`config.mk`:
```
export PLATFORM = sky130hd
export DESIGN_NAME = card_io_window_decode
export DESIGN_NICKNAME = d
export VERILOG_FILES = /design/src/logic/card_io_window_pkg.sv /design/src/logic/io_window_match.sv /design/src/logic/card_io_window_decode.sv
export SDC_FILE = /design/constraint.sdc
export NUM_CORES = 1
export LEC_CHECK = 0
export ABC_AREA = 1
export BUFFER_PORTS_ARGS = -buffer_cell sky130_fd_sc_hd__buf_2
export CAP_MARGIN = 40
export CORE_MARGIN = 10
export CORE_UTILIZATION = 45
export CTS_CLUSTER_SIZE = 16
export DETAILED_ROUTE_END_ITERATION = 8
export PLACE_DENSITY = 0.63
export SLEW_MARGIN = 5
export SYNTH_ARGS = -nofsm -noshare
export SYNTH_HDL_FRONTEND = slang
export SYNTH_SLANG_ARGS = --single-unit
```
`constraint.sdc`:
```
create_clock -name clk -period 3.02 [get_ports clk]
set_input_delay 0.604 -clock clk [delete_from_list [all_inputs] [get_ports clk]]
set_output_delay 0.604 -clock clk [all_outputs]
set_load 0.005 [all_outputs]
```
`src/logic/card_io_window_pkg.sv`:
```
// Constants for the card I/O window decode block
package card_io_window_pkg;
  // Register indexes; byte address is four times the index
  localparam logic [7:0] IDX_MAP_ENABLE = 8'h06;
  localparam logic [7:0] IDX_IO_WINDOW_CONTROL = 8'h07;
  localparam logic [7:0] IDX_WIN0_START_LOW = 8'h08;
  localparam logic [7:0] IDX_WIN0_START_HIGH = 8'h09;
  localparam logic [7:0] IDX_WIN0_END_LOW = 8'h0a;
  localparam logic [7:0] IDX_WIN0_END_HIGH = 8'h0b;
  localparam logic [7:0] IDX_WIN1_START_LOW = 8'h0c;
  localparam logic [7:0] IDX_WIN1_START_HIGH = 8'h0d;
  localparam logic [7:0] IDX_WIN1_END_LOW = 8'h0e;
  localparam logic [7:0] IDX_WIN1_END_HIGH = 8'h0f;
  // Spacing between windows in index units
  localparam logic [7:0] WIN_STRIDE = 8'h04;
  // Control register fields
  localparam int CTL_WIN0_SIZE = 0;
  localparam int CTL_WIN0_AUTO = 1;
  localparam int CTL_WIN0_TIMING = 3;
  localparam int CTL_WIN1_SIZE = 4;
  localparam int CTL_WIN1_AUTO = 5;
  localparam int CTL_WIN1_TIMING = 7;
  localparam int CTL_FIELD_STRIDE = 4;
  // Mapping enable fields
  localparam int MAP_IO_WIN0_EN = 6;
  localparam int MAP_IO_WIN1_EN = 7;
  localparam logic [7:0] MAP_WRITABLE = 8'hdf;
  localparam logic [7:0] REG_RESET = 8'h00;
  // Host I/O request status readback
  localparam logic [7:0] IDX_DECODE_STATUS = 8'h20;
  localparam logic [7:0] IDX_LAST_ADDR_LOW = 8'h21;
  localparam logic [7:0] IDX_LAST_ADDR_HIGH = 8'h22;
endpackage : card_io_window_pkg

```
`src/logic/io_window_match.sv`:
```
// Address range compare for one I/O window
`timescale 1ns/10ps
module io_window_match #(
  parameter int AW = 16
) (
  input wire logic [AW-1:0] addr,
  input wire logic [AW-1:0] start_addr,
  input wire logic [AW-1:0] end_addr,
  input wire logic enable,
  output logic hit
);
  assign hit = enable && (addr >= start_addr) && (addr <= end_addr);
endmodule : io_window_match

```
`src/logic/card_io_window_decode.sv`:
```
// APB register file and host I/O window decode for one socket
//
// The APB register port is this design's own decision.
`timescale 1ns/10ps
// Summary of operation
// - With window 0 auto sizing off, control bit 0 picks 8-bit (0) or 16-bit (1) path.
// - With control bit 1 set, window 0 width follows the card wide I/O indication.
// - Control bit 3 picks timing set 0 or 1 for window 0 accesses.
// - With window 1 auto sizing off, control bit 4 picks 8-bit (0) or 16-bit (1) path.
// - With control bit 5 set, window 1 width follows the card wide I/O indication.
// - Control bit 7 picks timing set 0 or 1 for window 1 accesses.
// - An I/O address hits a window when start <= address <= end.
// - Each start address is 16 bits kept as separate low and high byte registers.
// - Start low bytes sit at indexes 08h and 0Ch, high bytes at 09h and 0Dh.
// - A window decodes only while its enable bit 6 or 7 of index 06h is set.
// - End low bytes sit at 0Ah and 0Eh, high bytes at 0Bh and 0Fh, all reset to zero.
module card_io_window_decode #(
  parameter int AW = 16,
  parameter int NWIN = 2
) (
  input wire logic clk,
  input wire logic reset,
  input wire logic psel,
  input wire logic penable,
  input wire logic pwrite,
  input wire logic [11:0] paddr,
  input wire logic [31:0] pwdata,
  output logic [31:0] prdata,
  output logic pready,
  output logic pslverr,
  input wire logic io_req,
  input wire logic [AW-1:0] io_addr,
  input wire logic card_wide_io_indication_n,
  output logic card_io_hit,
  output logic card_io_window,
  output logic card_io_wide,
  output logic card_io_timing_set
);
  typedef enum logic [1:0] {
    ST_IDLE = 2'b00,
    ST_ACCESS = 2'b01
  } apb_state_t;

  apb_state_t state_q;
  apb_state_t state_d;
  logic [7:0] map_enable_q;
  logic [7:0] control_q;
  logic [7:0] start_lo_q [NWIN];
  logic [7:0] start_hi_q [NWIN];
  logic [7:0] end_lo_q [NWIN];
  logic [7:0] end_hi_q [NWIN];
  logic [AW-1:0] last_addr_q;
  logic [31:0] prdata_q;
  logic pready_q;
  logic pslverr_q;
  logic hit_q;
  logic window_q;
  logic wide_q;
  logic timing_q;

  wire logic [7:0] reg_index;
  wire logic access;
  wire logic word_aligned;
  wire logic [NWIN-1:0] win_hit;
  wire logic [NWIN-1:0] win_wide;
  wire logic [NWIN-1:0] win_timing;
  wire logic [NWIN-1:0] win_enable;
  wire logic any_hit;
  wire logic sel_win;
  wire logic card_wide;
  logic [7:0] read_byte;
  logic index_known;
  wire logic [7:0] status_byte;
  wire logic wr_map;
  wire logic wr_ctl;
  wire logic [7:0] map_enable_d;
  // Next values of the registered answer and decode outputs
  wire logic setup_seen;
  wire logic pready_d;
  wire logic pslverr_d;
  wire logic [31:0] prdata_d;
  wire logic hit_d;
  wire logic window_d;
  wire logic wide_d;
  wire logic timing_d;
  wire logic [AW-1:0] last_addr_d;

  localparam logic [7:0] IDX_BASE = card_io_window_pkg::IDX_WIN0_START_LOW;
  localparam logic [7:0] WIN_STRIDE = card_io_window_pkg::WIN_STRIDE;

  // Index of a register from its byte address
  function automatic logic [7:0] index_of(input logic [11:0] a);
    index_of = a[9:2];
  endfunction : index_of

  // True when an index falls in the register group of window w
  function automatic logic is_window_reg(input logic [7:0] idx, input int w);
    logic [7:0] base;
    base = IDX_BASE + WIN_STRIDE * 8'(w);
    is_window_reg = (idx >= base) && (idx < base + WIN_STRIDE);
  endfunction : is_window_reg

  // Byte slot inside a window group: start low, start high, end low, end high
  function automatic logic [1:0] window_slot(input logic [7:0] idx, input int w);
    logic [7:0] rel;
    rel = idx - IDX_BASE - WIN_STRIDE * 8'(w);
    window_slot = rel[1:0];
  endfunction : window_slot

  assign reg_index = index_of(paddr);
  assign word_aligned = (paddr[1:0] == 2'b00) && (paddr[11:10] == 2'b00);
  assign access = psel && penable && (state_q == ST_ACCESS);
  assign card_wide = !card_wide_io_indication_n;

  // Window enables from the mapping register
  assign win_enable[0] = map_enable_q[card_io_window_pkg::MAP_IO_WIN0_EN];
  assign win_enable[1] = map_enable_q[card_io_window_pkg::MAP_IO_WIN1_EN];

  genvar g;
  generate
    for (g = 0; g < NWIN; g++) begin : g_win
      localparam int SZ = card_io_window_pkg::CTL_WIN0_SIZE
        + g * card_io_window_pkg::CTL_FIELD_STRIDE;
      localparam int AU = card_io_window_pkg::CTL_WIN0_AUTO
        + g * card_io_window_pkg::CTL_FIELD_STRIDE;
      localparam int TM = card_io_window_pkg::CTL_WIN0_TIMING
        + g * card_io_window_pkg::CTL_FIELD_STRIDE;
      wire logic [AW-1:0] win_start;
      wire logic [AW-1:0] win_end;
      // Start and end built from byte pairs
      assign win_start = {start_hi_q[g], start_lo_q[g]};
      assign win_end = {end_hi_q[g], end_lo_q[g]};
      io_window_match #(
        .AW(AW)
      ) u_match (
        .addr(io_addr),
        .start_addr(win_start),
        .end_addr(win_end),
        .enable(win_enable[g]),
        .hit(win_hit[g])
      );
      assign win_wide[g] = control_q[AU] ? card_wide : control_q[SZ];
      assign win_timing[g] = control_q[TM];
    end
  endgenerate

  assign any_hit = |win_hit;
  assign sel_win = !win_hit[0];

  // Bus sequencer: a setup cycle is always followed by exactly one access cycle
  always_comb begin
    state_d = state_q;
    case (state_q)
      ST_IDLE: begin
        if (psel && !penable) begin
          state_d = ST_ACCESS;
        end
      end
      ST_ACCESS: begin
        state_d = ST_IDLE;
      end
      default: begin
        state_d = ST_IDLE;
      end
    endcase
  end

  // Last decode result as seen by software
  assign status_byte = {4'h0, timing_q, wide_q, window_q, hit_q};

  always_comb begin
    read_byte = 8'h00;
    index_known = 1'b1;
    case (reg_index)
      card_io_window_pkg::IDX_MAP_ENABLE: read_byte = map_enable_q;
      card_io_window_pkg::IDX_IO_WINDOW_CONTROL: read_byte = control_q;
      card_io_window_pkg::IDX_WIN0_START_LOW: read_byte = start_lo_q[0];
      card_io_window_pkg::IDX_WIN0_START_HIGH: read_byte = start_hi_q[0];
      card_io_window_pkg::IDX_WIN0_END_LOW: read_byte = end_lo_q[0];
      card_io_window_pkg::IDX_WIN0_END_HIGH: read_byte = end_hi_q[0];
      card_io_window_pkg::IDX_WIN1_START_LOW: read_byte = start_lo_q[1];
      card_io_window_pkg::IDX_WIN1_START_HIGH: read_byte = start_hi_q[1];
      card_io_window_pkg::IDX_WIN1_END_LOW: read_byte = end_lo_q[1];
      card_io_window_pkg::IDX_WIN1_END_HIGH: read_byte = end_hi_q[1];
      card_io_window_pkg::IDX_DECODE_STATUS: read_byte = status_byte;
      card_io_window_pkg::IDX_LAST_ADDR_LOW: read_byte = last_addr_q[7:0];
      card_io_window_pkg::IDX_LAST_ADDR_HIGH: read_byte = last_addr_q[15:8];
      default: index_known = 1'b0;
    endcase
    // Refused accesses read as zero
    if (!word_aligned) begin
      read_byte = 8'h00;
      index_known = 1'b0;
    end
  end

  // Writes land at the edge that closes the access phase
  wire logic wr_ok = access && pwrite && index_known;
  wire logic [7:0] wbyte = pwdata[7:0];

  // Write strobes per socket register
  assign wr_map = wr_ok && (reg_index == card_io_window_pkg::IDX_MAP_ENABLE);
  assign wr_ctl = wr_ok && (reg_index == card_io_window_pkg::IDX_IO_WINDOW_CONTROL);
  // Bit 5 of the mapping register stays zero
  assign map_enable_d = wbyte & card_io_window_pkg::MAP_WRITABLE;

  always_ff @(posedge clk) begin
    if (reset) begin
      state_q <= ST_IDLE;
      map_enable_q <= card_io_window_pkg::REG_RESET;
      control_q <= card_io_window_pkg::REG_RESET;
    end else begin
      state_q <= state_d;
      if (wr_map) begin
        map_enable_q <= map_enable_d;
      end
      if (wr_ctl) begin
        control_q <= wbyte;
      end
    end
  end

  generate
    for (g = 0; g < NWIN; g++) begin : g_regs
      wire logic win_wr;
      wire logic [1:0] slot;
      // Byte registers of one window group
      assign win_wr = wr_ok && is_window_reg(reg_index, g);
      assign slot = window_slot(reg_index, g);
      always_ff @(posedge clk) begin
        if (reset) begin
          start_lo_q[g] <= card_io_window_pkg::REG_RESET;
          start_hi_q[g] <= card_io_window_pkg::REG_RESET;
          end_lo_q[g] <= card_io_window_pkg::REG_RESET;
          end_hi_q[g] <= card_io_window_pkg::REG_RESET;
        end else if (win_wr) begin
          case (slot)
            2'h0: start_lo_q[g] <= wbyte;
            2'h1: start_hi_q[g] <= wbyte;
            2'h2: end_lo_q[g] <= wbyte;
            default: end_hi_q[g] <= wbyte;
          endcase
        end
      end
    end
  endgenerate

  // Answer is formed at the setup edge so it stands for the whole access cycle
  assign setup_seen = (state_d == ST_ACCESS);
  assign pready_d = setup_seen;
  assign pslverr_d = setup_seen && !index_known;
  assign prdata_d = {24'h000000, read_byte};

  always_ff @(posedge clk) begin
    if (reset) begin
      prdata_q <= 32'h0000_0000;
      pready_q <= 1'b0;
      pslverr_q <= 1'b0;
    end else begin
      pready_q <= pready_d;
      pslverr_q <= pslverr_d;
      if (setup_seen) begin
        prdata_q <= prdata_d;
      end
    end
  end

  // Hit lasts one cycle; window, width and timing hold until the next request
  assign hit_d = io_req && any_hit;
  assign window_d = io_req ? sel_win : window_q;
  assign wide_d = io_req ? (any_hit && win_wide[sel_win]) : wide_q;
  assign timing_d = io_req ? (any_hit && win_timing[sel_win]) : timing_q;
  assign last_addr_d = io_req ? io_addr : last_addr_q;

  always_ff @(posedge clk) begin
    if (reset) begin
      hit_q <= 1'b0;
      window_q <= 1'b0;
      wide_q <= 1'b0;
      timing_q <= 1'b0;
      last_addr_q <= '0;
    end else begin
      hit_q <= hit_d;
      window_q <= window_d;
      wide_q <= wide_d;
      timing_q <= timing_d;
      last_addr_q <= last_addr_d;
    end
  end

  assign prdata = prdata_q;
  assign pready = pready_q;
  assign pslverr = pslverr_q;
  assign card_io_hit = hit_q;
  assign card_io_window = window_q;
  assign card_io_wide = wide_q;
  assign card_io_timing_set = timing_q;
endmodule : card_io_window_decode

```
-- After elaboration in Yosys (flattened, before gate mapping)
Memory sizes are Yosys's and may differ from the RTL's.
Cells that the tools add are included.
- register bits: 47
- latch bits: 0
- memory bits (writable): 64
- memory bits (read-only): 0
- bits of input ports: 67
- output and inout port bits: 38
- logic and storage cells: 140
- memories: 4
- memories (memory ; words ; bits a word ; read ports ; clocked after memory_dff ; write ports ; RTL line ; text):
    end_hi_q ; 2 ; 8 ; 2 ; 0 ; 2 ; card_io_window_decode.sv:51 ; logic [7:0] end_hi_q [NWIN];
    end_lo_q ; 2 ; 8 ; 2 ; 0 ; 2 ; card_io_window_decode.sv:50 ; logic [7:0] end_lo_q [NWIN];
    start_hi_q ; 2 ; 8 ; 2 ; 0 ; 2 ; card_io_window_decode.sv:49 ; logic [7:0] start_hi_q [NWIN];
    start_lo_q ; 2 ; 8 ; 2 ; 0 ; 2 ; card_io_window_decode.sv:48 ; logic [7:0] start_lo_q [NWIN];
- $add $sub $neg: 2
- $mul: 0
- div/mod/pow operators: 0
- order comparisons: 9
- equality and inequality tests: 19
- shift-type cells: 0
- multiplexer cells: 54
- bitwise logic cells: 8
- reduce and logical (&&, ||, !) cells: 33
- operator list (cell ; count):
    8-bit one-hot mux with 13 select lines ; 1
    8-bit two-way mux ; 9
    8-bit by 4-bit == test with 1-bit output (second input constant) ; 8
    1-bit two-way mux ; 42
    16-bit greater-or-equal comparator ; 2
    16-bit <= comparator ; 2
    8-bit by 6-bit == test with 1-bit output (second input constant) ; 3
    1-bit logical AND ; 20
    8-bit by 3-bit == test with 1-bit output (second input constant) ; 2
    8-bit by 4-bit greater-or-equal comparator with 1-bit output (second input constant) ; 2
    13-bit OR reduction ; 1
    2-bit logical NOT ; 5
    2-bit by 1-bit == test with 1-bit output (second input constant) ; 4
    8-bit by 4-bit less-than comparator with 1-bit output (second input constant) ; 1
    8-bit by 5-bit less-than comparator with 1-bit output (second input constant) ; 1
    1-bit bitwise OR ; 8
    3-bit OR reduction ; 2
    2-bit == test (second input constant) ; 2
    1-bit logical NOT ; 4
    2-bit two-way mux ; 2
    2-bit by 1-bit subtractor with 2-bit output (second input constant) ; 2
    1-bit by 2-bit less-than comparator with 1-bit output (second input constant) ; 1
    2-bit OR reduction ; 1

-- Longest topological paths before layout
Gate-level depths: netlist of the first run.
- word-level depth: 10
- gate-level depth with buffers: 17
- depth with buffers taken out: 17

-- Hierarchy
A second synthesis of the first run with hierarchy kept.
- cells, all modules: 899
- area total of the unflattened synthesis: 7016.7 um^2
- modules (own cells, without submodules) (module ; times used ; cells each ; area an instance (um^2) ; seq. area each (um^2)):
    card_io_window_decode ; 1 ; 615 ; 5275.1 ; 2862.7
    io_window_match ; 2 ; 142 ; 870.8 ; 0.0

-- Worst setup path before layout of the first run
OpenSTA, ideal clock, no wires.
- path kind: input to register
- start point: input port paddr[4]
- end point: memory end_lo_q[1][0] (enable)
- library setup time: 0.384 ns
- arrival time: 2.070 ns
- required time: 2.636 ns
- setup slack: 0.566 ns
- stages on the path: 9
- buffers on the path: 1
- path through: buf_6 nand3b_4 nor2_4 o21ai_1 nand4_2 nand2_4 inv_6 nand2_4 o21ai_0
- RTL lines (item ; RTL line ; text):
    start: declaration ; card_io_window_decode.sv:26 ; input wire logic [11:0] paddr,
    end: declaration ; card_io_window_decode.sv:50 ;

==> results of run 1 <==
[cells in the final DEF (no fill, tap or decap), types with 4 or more instances in the layout]
master and count:
nor3_1 14, a21oi_1 42, nor2_1 167, nor2_2 4
buf_4 11, dfxtp_1 47, nand3_1 28, nor2_4 5
o2111ai_1 4, o21ai_0 46, o22ai_1 4, nand4_1 24
inv_2 4, nand2_1 190, inv_1 114, edfxtp_1 64
buf_2 56, ha_1 64, nand3_4 6, conb_1 25
clkbuf_16 12
[state kept, by name (all words and copies together), names as in the netlist]
signal / count
pslverr: 1
end_lo_q: 16
control_q: 8
start_hi_q: 16
card_io_timing_set: 1
last_addr_q: 16
end_hi_q: 16
pready: 1
card_io_wide: 1
prdata: 8
start_lo_q: 16
state_q: 2
card_io_window: 1
card_io_hit: 1
map_enable_q: 7
[worst max-delay path, stage by stage]
cell      delay, ps
buf_2           130
inv_2           130
nand3b_4        110
nor2_4          160
o21ai_1         110
nand4_2         130
nand2_4          80
inv_6           110
nand2_4          80
inv_4           240
nand2_1          80
nand2_1         290
[cell type report]
type / instances / area (um2) / area share
Antenna cell: 1 / 2.50 / 0.000321
Clock buffer: 14 / 318 / 0.0407
Clock inverter: 2 / 15.0 / 0.00192
Inverter: 123 / 469 / 0.0601
Multi-Input combinational cell: 647 / 3510 / 0.450
Sequential cell: 111 / 2860 / 0.367
Tap cell: 211 / 264 / 0.0338
Timing Repair Buffer: 67 / 363 / 0.0465
[metal layers]
layer	up-vias	wire length (um)	share of wire	global-route usage
li1	3016	-	-	-
met1	2776	9400	0.44	0.263
met2	233	9830	0.46	0.311
met3	36	1440	0.067	0.0382
met4	0	672	0.031	0.0715
met5	-	0	0	0
[power by group through the flow]
stage / Combinational, mW / Clock [mW] / Sequential (mW)
2_1_floorplan: 0.257 / 0 / 1.69
4_1_cts: 0.391 / 1.31 / 1.66
3_3_place_gp: 0.381 / 0 / 1.69
5_1_grt: 0.444 / 1.37 / 1.67
6_report: 0.397 / 1.29 / 1.66
3_5_place_dp: 0.389 / 0 / 1.69
[kinds of logic (layout without fill, tap and decap cells)]
logic type                 count (synthesis)  count (layout)  synth area share
AOI/OAI and AO/OA                        104             104            0.0794
buffers and inverters                    164             206             0.106
and+or+nand+nor                          454             454             0.293
other                                      1              26          0.000533
DFF                                      111             111             0.407
adders and majority gates                 64              64             0.114
[stage by stage]
stage / cells / util / setup slack, ps / instance area [um2] / power, mW
2_1_floorplan: 922 / - / 566 / 7120 / 1.94
3_3_place_gp: 1159 / 0.490 / 443 / 7470 / 2.07
3_5_place_dp: 1159 / 0.490 / 438 / 7470 / 2.08
4_1_cts: 1175 / 0.512 / 807 / 7800 / 3.36
5_1_grt: 1176 / 0.512 / 656 / 7810 / 3.48
6_report: 1176 / 0.512 / 782 / 7810 / 3.34
[how the worst max path moves through the flow]
| stage | to | cells past startpoint |
|---|---|---|
| global placement | start_hi_q[0][4]$_SDFFCE_PN0P_ | 12 |
| detailed placement | end_lo_q[0][2]$_SDFFCE_PN0P_ | 12 |
| CTS | start_hi_q[0][4]$_SDFFCE_PN0P_ | 12 |
| floorplan | end_lo_q[1][0]$_SDFFCE_PN0P_ | 9 |
| global route | start_hi_q[0][4]$_SDFFCE_PN0P_ | 12 |
| finish | start_hi_q[0][5]$_SDFFCE_PN0P_ | 12 |
==> run metrics, run 1 <==
result of the run=completed; Setup crit start=paddr[5]; Via Count=6061; R2R Path Start=start_lo_q[0][7]$_SDFFCE_PN0P_; yosys warns=0; Worst Hold Class=reg2reg; fin nets=~1100; ys async rst share=0; first-pass GRT wire length=about 32000 um; initial antenna violation count=1; CTS H-tree lvls=3; register bit total from synthesis=111; Switch Pwr=848 uW; worst-path maximum fanout=13; Synth area leaders=edfxtp_1 (27%), dfxtp_1 (13%), ha_1 (11%); Mean Syn Cell Area=7.83 um2; die area=21000 um2; synth unique cells=39; Worst-path clk slew=70 ps; sequential share of power=0.497; Min Hold Slack=~460 ps; drt pass-1 iters=5; DRT iter0 DRCs=577; row count=45; Final Max Tran Viols=0; crit path DAT=roughly 2300 ps; share of the synthesized area in the top cell type=0.273; number of fill cells=1538; Final Hold Vio Count=0; switching part of the total=0.254; skew final=13.2 ps; r2r setup slk=about 960 ps; # hold bufs at CTS=0; number of flops mapped to enable cells by yosys=64; final setup vio count=0; post-CTS setup repair buffer count=0; vias in the first global route=5641; Gate power share=0.119; post-route ant nets=0; Residual DRC=0; CP endpoint kind=register; Worst-Margin Slew=around 580 ps; Synth Cell Area=7030 um2; PortBufs=between 50 and 60; post_cts resized=0; min-delay src=prdata[2]$_SDFFE_PP0P_; Mapped Cells=898; RSZ-0062 raised after global routing=no; Crit path required time=roughly 3100 ps; cell taking the most area after synthesis=edfxtp_1; most frequent cells after synthesis=nand2_1 (190), nor2_1 (167), inv_1 (114), edfxtp_1 (64), ha_1 (64); starting density of the core=0.461; Hold Crit Depth=2; TritonCTS Buffers=9; Clock Sinks=111; vias per inst=5.15; largest net degree at the start of global routing=32; GPL Wtd Cong=0.965; hpwl dp=16200 um; pwr/cell area=428 nW/um2; DIE HEIGHT=145 um; Reg-to-Reg End=card_io_wide$_SDFFE_PP0P_; die span in x=145 um; CORE AREA=~15000 um2; fmax=0.447 GHz; root buffer cell=clkbuf_16; WL per Instance=~18 um; final period utilization=0.741; design internal power=2.50 mW; fin crit period=2240 ps; Worst slew margin=0.610; Setup TNS=0 ps; main flop type after synthesis=edfxtp_1; share of cells above drive strength 1=0.120; count leader, synth=nand2_1; CTS tree=built; final wirelength=21300 um; clock power share=0.385; Setup crit start kind=input port; critical path type=in2reg; Max Cap Violations=0; CTS Buffer Depth=2; global-route usage over all layers=0.197; peak supply drop=0.334 mV; sequential area share after synthesis=0.407; clk_lat worst skew=370 ps; Hold EP=prdata[2]$_SDFFE_PP0P_; worst reg2reg path depth=14; Pleak=3.67 nW; # IOs=105; gr ovfl total=0; area grow syn2layout=11.1%
Power figures use the tool's default switching activity.
==> inputs of run 2 (changes only) <==
Settings changed: PLACE_DENSITY 0.63 to 0.66.
Clock period 3.02 ns to 2.05 ns, I/O delays scaled along.
==> run 2 against run 1 <==
Sequential cell count unchanged. Clock skew decreased by 5.9 ps. Clock-buffer cell count decreased by 4.
==> run metrics, run 2 (same netlist as run 1, synthesis figures left out) <==
starting density of the core=0.461; most common cell after layout, fill and taps aside=nand2_1; final setup vio count=0; Setup crit start=end_hi_q[0][3]$_SDFFCE_PN0P_; GPL Wtd Cong=0.966; largest net degree at the start of global routing=53; Worst-Margin Slew=558 ps; Worst slew margin=0.628; crit path DAT=2190 ps; CP max stage delay=400 ps; Total Power=4.89 mW; number of cells after detailed placement=about 1200; Min Hold Slack=308 ps; DRT iter0 DRCs=approximately 640; CORE AREA=15300 um2; CTS Buffer Depth=2; fmax=approximately 0.53 GHz; final worst slack=approximately 170 ps; first-pass GRT wire length=32800 um; most frequent cells in the layout=nand2_1 (187), nor2_1 (167), inv_1 (114), buf_4 (81); share of cells above drive strength 1=0.191; peak supply drop=0.435 mV; Crit path required time=2360 ps; global-route usage over all layers=0.200; vias per inst=5.12; final core utilization=0.553; Gate power share=0.139; die span in x=145 um; fin crit period=1880 ps; CP endpoint kind=register; Max Cap Violations=0; initial antenna violation count=0; worst-path maximum fanout=4; root buffer cell=clkbuf_16; cell area after layout=8440 um2; WL per Instance=17.5 um; area of the multi-input gates=about 3500 um2; RSZ-0062 raised after global routing=no; die area=21000 um2; hpwl dp=17100 um; row count=45; Setup TNS=0 ps; skew final=7.29 ps; critical path type=reg2reg; pre-CTS WS=-103 ps; Ant. Diodes=0; min-delay src=pwdata[0]; area grow syn2layout=20.0%; Setup crit start kind=register; CTS H-tree lvls=3; Via Count=about 6400; critical-path cell with the highest stage delay=edfxtp_1; fin nets=1166; drt pass-1 iters=5; number of fill cells=1461; R2R Path Start=end_hi_q[0][3]$_SDFFCE_PN0P_; fin cells=1251; Residual DRC=0; sequential share of power=0.501; family with the most delay on the worst path=simple AND/OR/NAND/NOR gates; Cell Chain, Critical Path=inv_1, ha_1, a21oi_1, o21ai_1, a21oi_1, buf_4, nand2_1, nand2_2, nand3_2, nand2_1, nand3_1, nand2_1; Worst Hold Class=in2reg; Pleak=between 4 and 5 nW; TritonCTS Buffers=9; Switch Pwr=~1.3 mW; Buf/Inv on CP=2; clk_lat worst skew=360 ps; result of the run=completed; Final Max Tran Viols=0; CTS tree=built; most numerous cell on the critical path=nand2_1; gr ovfl total=0; DIE HEIGHT=145 um; # IOs=approximately 110; vias in the first global route=about 6000; pwr/cell area=579 nW/um2; Register Area=2860 um2; Worst-path clk slew=70 ps; Final Hold Vio Count=0; final period utilization=0.918; PortBufs=56; clock power share=0.361; switching part of the total=0.270; Clock Sinks=111; final wirelength=21900 um; Placed Instance Area=8100 um2; design internal power=about 3.6 mW; post-route ant nets=0
[run 2: cell count changes in the layout (fill, tap and decap cells not counted), moves of 3 or more]
cell / before / now
buf_4: 11 / 81
buf_12: 0 / 6
nand2_1: 190 / 187
nand2_2: 1 / 4
[run 2: worst paths after layout]
check                                                       end  slack (ps)  cells past startpoint
worst min register to register           prdata[3]$_SDFFE_PP0P_         460                      2
worst max-delay path            card_io_timing_set$_SDFFE_PP0P_         170                     12
worst max register to register  card_io_timing_set$_SDFFE_PP0P_         170                     12
worst min-delay path                  control_q[0]$_SDFFE_PP0P_         310                      3
[run 2: layout make-up]
class	instances	share of cell area
well taps	211	0.0313
multi-input cells	647	0.420
repair buffers	143	0.120
inverters	123	0.0556
flip-flops and latches	111	0.339
clock buffers	10	0.0297
clock inverters	6	0.00504
[run 2: timing repair]
item,in CTS,in global routing
hold buffers,0,0
buffers inserted,0,2
gates resized for setup,0,9
setup endpoints to repair,0,3
[run 2: worst register-to-register path: cells and delay by family, from the launching register on]
family,cells,cell delay [ps]
compound gates,3,440
fa+ha+maj,1,250
buf+inv,2,220
flops,1,400
simple gates,6,530
[run 2: routing by layer]
layer  vias up  share of wire  wire (um)  track usage
met2       266           0.45       9910        0.316
li1       3162              -          -            -
met4         0          0.042        923       0.0991
met5         -              0          0            0
met1      2934           0.43       9400        0.260
met3        48          0.075       1640       0.0338
[run 2: power groups by stage]
| stage | clock, mW | combinational, mW | sequential (mW) |
|---|---|---|---|
| global route | 1.85 | 0.749 | 2.45 |
| global placement | 0 | 0.644 | 2.50 |
| detailed placement | 0 | 0.658 | 2.50 |
| floorplan | 0 | 0.379 | 2.48 |
| finish | 1.76 | 0.677 | 2.45 |
| CTS | 1.76 | 0.661 | 2.45 |
